$ cat src/design/bfp_pkg.sv
// shared constants for the two-way queue port block
package bfp_pkg;
	// data path width per port
	localparam int DATA_W = 36;
	// words held by each direction's queue
	localparam int QUEUE_DEPTH = 32;
	// default almost-empty and almost-full thresholds for port b
	localparam int ALMOST_EMPTY_OFS = 8;
	localparam int ALMOST_FULL_OFS = 8;
	// level of the timing strap that selects standard flag timing
	localparam logic TIMING_STD = 1'b1;
	// flag values while in reset: queues empty, space free
	localparam logic RST_EMPTY_N = 1'b0;
	localparam logic RST_OUT_READY = 1'b0;
	localparam logic RST_FULL_N = 1'b1;
	localparam logic RST_IN_READY = 1'b1;
	localparam logic RST_ALMOST_EMPTY_N = 1'b0;
	localparam logic RST_ALMOST_FULL_N = 1'b1;
	// mode assumed until the strap has been sampled
	localparam logic RST_MODE_STD = 1'b1;
	// output data register after reset
	localparam logic [DATA_W-1:0] RST_DATA = 36'h0;
endpackage

$ cat src/design/bfp_port_ctrl.sv
// Notes on behaviour
// RULE_01: port b moves data on b clock rises
// RULE_02: port b flags change on b rises only
// RULE_03: port a access needs chip select low
// RULE_04: port a data floats while deselected
// RULE_05: port b access needs chip select low
// RULE_06: port b data floats while deselected
// RULE_07: port a enable high qualifies each access
// RULE_08: port b enable high qualifies each access
// RULE_09: standard mode: port a empty flag
// RULE_10: fall-through mode: port a output ready
// RULE_11: standard mode: port b empty flag
// RULE_12: fall-through mode: port b output ready
// RULE_13: standard mode: port a full flag
// RULE_14: fall-through mode: port a input ready
// RULE_15: standard mode: port b full flag
// RULE_16: fall-through mode: port b input ready
// RULE_17: port a flags change on a rises only
// RULE_18: strap after reset picks flag timing
// RULE_19: empty/full low active, ready high active
`timescale 1ns/1ps

// simple flip-flop queue with valid/ready on both sides
module bfp_queue #(
	parameter int WIDTH = 36,
	parameter int DEPTH = 32
) (
	// clock and reset
	input wire logic clk_sys,
	input wire logic rst_n,
	// filling side
	input wire logic inValid,
	output logic inReady,
	input wire logic [WIDTH-1:0] inData,
	// draining side
	output logic outValid,
	input wire logic outReady,
	output logic [WIDTH-1:0] outData,
	// words currently held
	output logic [$clog2(DEPTH):0] level
);
	localparam int AW = $clog2(DEPTH);

	// whole queue state, storage included
	typedef struct packed {
		logic [DEPTH-1:0][WIDTH-1:0] mem;
		logic [AW-1:0] wrPtr;
		logic [AW-1:0] rdPtr;
		logic [AW:0] count;
	} bfp_queue_s;

	bfp_queue_s q_q;
	bfp_queue_s q_d;
	logic push;
	logic pop;

	// honest flags straight from the count
	assign inReady = (q_q.count != (AW+1)'(DEPTH));
	assign outValid = (q_q.count != '0);
	assign outData = q_q.mem[q_q.rdPtr];
	assign level = q_q.count;
	assign push = inValid && inReady;
	assign pop = outValid && outReady;

	// next state: write at head, read at tail
	always_comb
	begin
		q_d = q_q;
		if (push)
		begin
			q_d.mem[q_q.wrPtr] = inData;
			// wraps naturally since depth is a power of two
			q_d.wrPtr = q_q.wrPtr + AW'(1);
		end
		if (pop)
		begin
			q_d.rdPtr = q_q.rdPtr + AW'(1);
		end
		q_d.count = q_q.count + (AW+1)'(push) - (AW+1)'(pop);
	end

	// state register
	always_ff @(posedge clk_sys or negedge rst_n)
	begin
		if (!rst_n)
		begin
			q_q <= '0;
		end
		else
		begin
			q_q <= q_d;
		end
	end
endmodule

// two-port queue front end: qualification, data pins and status flags
module bfp_port_ctrl #(
	parameter int DEPTH = bfp_pkg::QUEUE_DEPTH,
	parameter int AE_OFS = bfp_pkg::ALMOST_EMPTY_OFS,
	parameter int AF_OFS = bfp_pkg::ALMOST_FULL_OFS
) (
	// system clock and reset
	input wire logic clk_sys,
	input wire logic rst_n,
	// shared timing strap, sampled once after reset
	input wire logic endianTimingSelect,
	// port a control
	input wire logic portAClock,
	input wire logic portAChipSelectN,
	input wire logic portAEnable,
	input wire logic portAWrite,
	// port a data pin, split into three signals
	input wire logic [bfp_pkg::DATA_W-1:0] portADataIn,
	output logic [bfp_pkg::DATA_W-1:0] portADataOut,
	output logic portADataOe,
	// port a status
	output logic portAEmptyN,
	output logic portAOutputReady,
	output logic portAFullN,
	output logic portAInputReady,
	// port b control
	input wire logic portBClock,
	input wire logic portBChipSelectN,
	input wire logic portBEnable,
	input wire logic portBWrite,
	// port b data pin, split into three signals
	input wire logic [bfp_pkg::DATA_W-1:0] portBDataIn,
	output logic [bfp_pkg::DATA_W-1:0] portBDataOut,
	output logic portBDataOe,
	// port b status
	output logic portBEmptyN,
	output logic portBOutputReady,
	output logic portBFullN,
	output logic portBInputReady,
	output logic portBAlmostFullN,
	output logic portBAlmostEmptyN
);
	import bfp_pkg::*;

	localparam int LW = $clog2(DEPTH) + 1;

	// all controller state
	typedef struct packed {
		logic aClkPrev;
		logic bClkPrev;
		logic modeTaken;
		logic modeStd;
		logic [DATA_W-1:0] aOut;
		logic aOutValid;
		logic [DATA_W-1:0] bOut;
		logic bOutValid;
		logic aEmptyN;
		logic aOutReady;
		logic aFullN;
		logic aInReady;
		logic bEmptyN;
		logic bOutReady;
		logic bFullN;
		logic bInReady;
		logic bAlmostFullN;
		logic bAlmostEmptyN;
	} bfp_state_s;

	bfp_state_s s_q;
	bfp_state_s s_d;

	// reset image; prev clocks high so a clock high at release is no rise
	localparam bfp_state_s RST_STATE = '{aClkPrev: 1'b1, bClkPrev: 1'b1,
		modeTaken: 1'b0, modeStd: RST_MODE_STD, aOut: RST_DATA,
		aOutValid: 1'b0, bOut: RST_DATA, bOutValid: 1'b0,
		aEmptyN: RST_EMPTY_N, aOutReady: RST_OUT_READY, aFullN: RST_FULL_N,
		aInReady: RST_IN_READY, bEmptyN: RST_EMPTY_N,
		bOutReady: RST_OUT_READY, bFullN: RST_FULL_N,
		bInReady: RST_IN_READY, bAlmostFullN: RST_ALMOST_FULL_N,
		bAlmostEmptyN: RST_ALMOST_EMPTY_N};

	// queue handshakes
	logic abPush, abInReady, abOutValid, abPop;
	logic [DATA_W-1:0] abData;
	logic [LW-1:0] abLevel;
	logic baPush, baInReady, baOutValid, baPop;
	logic [DATA_W-1:0] baData;
	logic [LW-1:0] baLevel;
	// port clock rises seen in the system clock
	logic aEdge, bEdge;
	// qualified accesses
	logic aSel, bSel, aRead, bRead;
	// fall-through prefetch into the output register
	logic aLoad, bLoad;
	// levels once this cycle's moves have landed
	logic [LW-1:0] abNext, baNext;

	// port clocks are synchronous inputs, so a plain compare finds rises
	assign aEdge = portAClock && !s_q.aClkPrev;
	// RULE_01: b clock rise
	assign bEdge = portBClock && !s_q.bClkPrev;

	// RULE_03: chip select low
	// RULE_07: enable qualifies
	assign aSel = aEdge && !portAChipSelectN && portAEnable;
	// RULE_05: chip select low
	// RULE_08: enable qualifies
	assign bSel = bEdge && !portBChipSelectN && portBEnable;

	// writes that meet a full queue are dropped; the full flag warns first
	assign abPush = aSel && portAWrite;
	assign baPush = bSel && portBWrite;

	// standard reads pop directly; fall-through reads take the held word
	assign aRead = aSel && !portAWrite
		&& (s_q.modeStd ? baOutValid : s_q.aOutValid);
	assign bRead = bSel && !portBWrite
		&& (s_q.modeStd ? abOutValid : s_q.bOutValid);

	// fall-through refill happens only on that port's own clock rise
	assign aLoad = !s_q.modeStd && aEdge && (!s_q.aOutValid || aRead)
		&& baOutValid;
	assign bLoad = !s_q.modeStd && bEdge && (!s_q.bOutValid || bRead)
		&& abOutValid;
	assign baPop = s_q.modeStd ? aRead : aLoad;
	assign abPop = s_q.modeStd ? bRead : bLoad;

	assign abNext = abLevel + LW'(abPush && abInReady) - LW'(abPop);
	assign baNext = baLevel + LW'(baPush && baInReady) - LW'(baPop);

	// data pins drive only for a selected read
	// RULE_04: float when deselected
	assign portADataOe = !portAChipSelectN && !portAWrite;
	// RULE_06: float when deselected
	assign portBDataOe = !portBChipSelectN && !portBWrite;
	assign portADataOut = s_q.aOut;
	assign portBDataOut = s_q.bOut;

	// flags straight from their registers
	assign portAEmptyN = s_q.aEmptyN;
	assign portAOutputReady = s_q.aOutReady;
	assign portAFullN = s_q.aFullN;
	assign portAInputReady = s_q.aInReady;
	assign portBEmptyN = s_q.bEmptyN;
	assign portBOutputReady = s_q.bOutReady;
	assign portBFullN = s_q.bFullN;
	assign portBInputReady = s_q.bInReady;
	assign portBAlmostFullN = s_q.bAlmostFullN;
	assign portBAlmostEmptyN = s_q.bAlmostEmptyN;

	// a to b direction
	bfp_queue #(
		.WIDTH(DATA_W),
		.DEPTH(DEPTH)
	) a_to_b_queue (
		.clk_sys(clk_sys),
		.rst_n(rst_n),
		.inValid(abPush),
		.inReady(abInReady),
		.inData(portADataIn),
		.outValid(abOutValid),
		.outReady(abPop),
		.outData(abData),
		.level(abLevel)
	);

	// b to a direction
	bfp_queue #(
		.WIDTH(DATA_W),
		.DEPTH(DEPTH)
	) b_to_a_queue (
		.clk_sys(clk_sys),
		.rst_n(rst_n),
		.inValid(baPush),
		.inReady(baInReady),
		.inData(portBDataIn),
		.outValid(baOutValid),
		.outReady(baPop),
		.outData(baData),
		.level(baLevel)
	);

	// next controller state
	always_comb
	begin
		s_d = s_q;
		s_d.aClkPrev = portAClock;
		s_d.bClkPrev = portBClock;
		// RULE_18: strap sampled once
		if (!s_q.modeTaken)
		begin
			// the strap must stay put afterwards; later changes are ignored
			s_d.modeStd = (endianTimingSelect == TIMING_STD);
			s_d.modeTaken = 1'b1;
		end
		// port a output register
		if (s_q.modeStd ? aRead : aLoad)
		begin
			s_d.aOut = baData;
		end
		if (aLoad)
		begin
			s_d.aOutValid = 1'b1;
		end
		else if (aRead && !s_q.modeStd)
		begin
			s_d.aOutValid = 1'b0;
		end
		// port b output register
		if (s_q.modeStd ? bRead : bLoad)
		begin
			s_d.bOut = abData;
		end
		if (bLoad)
		begin
			s_d.bOutValid = 1'b1;
		end
		else if (bRead && !s_q.modeStd)
		begin
			s_d.bOutValid = 1'b0;
		end
		// RULE_17: port a flags on a rise
		if (aEdge)
		begin
			// RULE_19: empty and full low active
			// RULE_09: empty of b to a
			s_d.aEmptyN = (baNext != '0);
			// RULE_10: held word present
			s_d.aOutReady = !s_q.modeStd && s_d.aOutValid;
			// RULE_13: full of a to b
			s_d.aFullN = (abNext != LW'(DEPTH));
			// RULE_14: space in a to b
			s_d.aInReady = (abNext != LW'(DEPTH));
		end
		// RULE_02: port b flags on b rise
		if (bEdge)
		begin
			// RULE_11: empty of a to b
			s_d.bEmptyN = (abNext != '0);
			// RULE_12: held word present
			s_d.bOutReady = !s_q.modeStd && s_d.bOutValid;
			// RULE_15: full of b to a
			s_d.bFullN = (baNext != LW'(DEPTH));
			// RULE_16: space in b to a
			s_d.bInReady = (baNext != LW'(DEPTH));
			// thresholds count queue words only, not the held word
			s_d.bAlmostEmptyN = (abNext > LW'(AE_OFS));
			s_d.bAlmostFullN = ((LW'(DEPTH) - baNext) > LW'(AF_OFS));
		end
	end

	// state register, constants only under reset
	always_ff @(posedge clk_sys or negedge rst_n)
	begin
		if (!rst_n)
		begin
			s_q <= RST_STATE;
		end
		else
		begin
			s_q <= s_d;
		end
	end
endmodule

$ cat config.mk
export PLATFORM = sky130hd
export DESIGN_NAME = bfp_port_ctrl
export DESIGN_NICKNAME = d
export VERILOG_FILES = /design/src/design/bfp_pkg.sv /design/src/design/bfp_port_ctrl.sv
export SDC_FILE = /design/constraint.sdc
export NUM_CORES = 2
export LEC_CHECK = 0
export ABC_AREA = 1
export BUFFER_PORTS_ARGS = -buffer_cell sky130_fd_sc_hd__buf_2
export CAP_MARGIN = 15
export CELL_PAD_IN_SITES_DETAIL_PLACEMENT = 0
export CELL_PAD_IN_SITES_GLOBAL_PLACEMENT = 1
export CORE_ASPECT_RATIO = 1.5
export CORE_MARGIN = 8
export CORE_UTILIZATION = 43
export DETAILED_ROUTE_END_ITERATION = 16
export PLACE_DENSITY = 0.76
export RECOVER_POWER = 100
export SLEW_MARGIN = 10
export SYNTH_ARGS = -nofsm -noshare
export SYNTH_HDL_FRONTEND = slang
export SYNTH_SLANG_ARGS = --single-unit
$ cat constraint.sdc
create_clock -name clk_sys -period 3.09 [get_ports clk_sys]
set_clock_uncertainty 0.15 [all_clocks]
set_input_delay 0.618 -clock clk_sys [delete_from_list [all_inputs] [get_ports clk_sys]]
set_output_delay 0.618 -clock clk_sys [all_outputs]
set_load 0.005 [all_outputs]
==> run summary <==
row cnt - 229
multi-input logic area - 42800 µm²
register area share after synthesis - 54.4%
#FFs+latches synth - 2422
Async SR Flop Fraction - 100%
cell count after synthesis - 13715
failing checks - capacitance limit, slew limit
CP Class - in -> reg
Mapped Nets - 13819
most area-consuming cells after synthesis - dfrtp_1 (54%), o21ai_0 (13%), nand2_1 (11%)
gr usage total - 27.2%
nets@finish - 13464
Via Count - 96355
fin crit period - 2970 ps
post-route ant nets - 0
Die X - 432 µm
Die Area - 276000 µm²
post-route setup TNS - 0 ps
detailed placer's ending HPWL - 227 mm
CTS tree - yes
top_reg_cell synth - dfrtp_1
CTS root buf - clkbuf_16
status - finished with violations
Power Density - 812 nW/µm²
Yosys warning count - 0
routed vias/inst - 5.66
syn avg cell area - 8.13 µm²
DRC - 0
RSZ-0062 raised after global routing - no
Initial Util - 43.1%
final wirelength - 384 mm
starting DRC count in detailed routing - 10032
vias in the first global route - 94688
CTS clk-pin slew, worst paths - 60 ps
CP Launch Type - primary input
largest area contributor in the netlist - dfrtp_1
wire per inst - 22.5 µm
core area - 259000 µm²
Final Hold Viols - 0
EDFF count, synth - 0
maximum root-to-sink buffer count - 4
crit share post-route - 96.1%
Power, Total - 101 mW
port buffer count - 166
reg2reg path depth - 11
Fillers - 25236
final slew viol count - 762
CTS buffer count - 241
area delta synth->final - 11.4%
H-tree depth - 4
final setup fails - 0
Critical Path Start - portAClock
CP arrival - 3610 ps
total grt overflow - 0
CP Max Fanout - 26
CTS sink cnt - 2422
max_cap viols - 9
Worst R2R Start - a_to_b_queue.level[1]
GP Congestion - 0.825
maximum vdd ir drop - 658 µV
die height - 640 µm
Hold Path Class - in -> async
r2r setup slk - 160 ps
Leak - 57.1 nW
global-route wire length before repair - 590 mm
reg2reg end - a_to_b_queue.q_q[101]
Fmax - 0.337 GHz
register area - 60600 µm²
Worst-Margin Slew - 1870 ps
Netlist cell types - 40
Pre-Repair DR Iteration Count - 7
antenna violations before repair - 19
Setup crit end kind - flop
Slew HR - -24.7%
latest clock arrival within the worst-skew pair - 920 ps
largest net degree at the start of global routing - 128
IO Pins - 167
Post-Syn Area - 111000 µm²
Synth top area share - 54.2%
layout cells sized above 1 - 7.57%
Critical Path RT - 3730 ps
[flip-flops by register name, summed over array words and instances (netlist names), 6 cells and up]
register / cells
a_to_b_queue.level: 6
portBDataOut: 36
s_q: 6
b_to_a_queue.level: 6
a_to_b_queue.q_q: 1162
portADataOut: 36
b_to_a_queue.q_q: 1162
[where the power goes]
group	switching (mW)	total, mW	internal (mW)
Sequential	1.97	36.6	34.6
Clock	12.8	30.1	17.3
Combinational	23.3	34.1	10.8
Total	38.1	101	62.7
[kinds of logic after synthesis]
family / synth area share, %
compound gates: 18.0
xor+xnor: 0.204
fa+ha+maj: 0.236
buf+inv: 7.26
flops: 54.4
mux: 0.0101
other cells: 0.00336
simple gates: 19.9
[synthesized netlist by cell type, types with 75 or more instances]
cell and number:
dfrtp_1 2416, nor2_1 1057, o21ai_0 2977, buf_2 198
o211ai_1 385, clkbuf_1 915, a21oi_1 322, nand2_1 3241
nand3_1 1022, buf_4 75, inv_1 711
[final cells by class]
| class | instances | area share [%] |
|---|---|---|
| clock inverters | 77 | 0.741 |
| well taps | 3465 | 3.49 |
| flip-flops and latches | 2422 | 48.8 |
| multi-input cells | 9292 | 34.5 |
| clock buffers | 353 | 5.68 |
| diodes | 5 | 0.0101 |
| repair buffers | 680 | 4.52 |
| inverters | 723 | 2.21 |
[worst max-delay path by stage]
stage	to	slack, ps	depth (start not counted)
after floorplan	portBEmptyN	130	16
after CTS	portAEmptyN	130	17
after global routing	portBEmptyN	6	14
final	a_to_b_queue.q_q[361]	120	14
after detailed placement	portAEmptyN	-230	17
after global placement	portBAlmostFullN	-340	19
[routing by layer]
layer | GRT usage (%) | part of all wire [%] | up-vias | routed length (µm)
met5 | 0 | 0 | - | 0
met3 | 3.12 | 6.3 | 959 | 24000
met1 | 34.3 | 40 | 47462 | 152000
li1 | - | - | 44241 | -
met2 | 47.9 | 49 | 3693 | 188000
met4 | 10.7 | 4.9 | 0 | 18800
[worst max-delay path, stage by stage]
cell and delay (ps):
dlygate4sd3_1 520, clkbuf_1 120, inv_1 70, nor2_4 150, inv_2 70, nor4_4 110, buf_4 190, nand2_8 60
buf_12 190, nor2_1 150, clkbuf_2 620, clkbuf_1 440, nand3_1 140, o21ai_0 110
[cell usage in the layout, fill, tap and decap left out, types with 7 or more instances in the layout]
| master | count |
|---|---|
| a21oi_1 | 322 |
| buf_12 | 105 |
| buf_2 | 101 |
| buf_4 | 196 |
| bufinv_16 | 19 |
| clkbuf_1 | 181 |
| clkbuf_16 | 245 |
| clkbuf_2 | 68 |
| clkbuf_4 | 52 |
| clkbuf_8 | 52 |
| clkinv_2 | 44 |
| clkinvlp_4 | 10 |
| dfrtp_1 | 2408 |
| dlygate4sd3_1 | 29 |
| ha_1 | 21 |
| inv_1 | 704 |
| inv_2 | 7 |
| nand2_1 | 3241 |
| nand3_1 | 1020 |
| nand4_1 | 15 |
| nor2_1 | 1060 |
| nor3_1 | 12 |
| nor3_4 | 16 |
| o211ai_1 | 385 |
| o21ai_0 | 3024 |
| o21ai_1 | 18 |
| o22ai_1 | 44 |
| or2_2 | 58 |
| xor2_1 | 24 |
[per-stage QoR]
stage	hold slack (ps)	std cells	cell area, µm²	utilization [%]	worst slack (ps)
CTS	6.23	17011	126000	48.7	125
finish	80.4	17017	124000	48.0	122
detailed placement	304	16552	118000	45.6	-235
floorplan	172	13715	111000	-	128
global route	66.4	17015	124000	48.0	5.68
global placement	299	16552	118000	45.6	-342
[what timing repair did]
item,4_1_cts,5_1_grt
hold endpoints to repair,433,0
endpoints found under the setup margin,0,4
resized for setup,0,1
hold buffers,29,0
buffers inserted,0,1
Note: power is estimated with default switching activity, not from simulation.
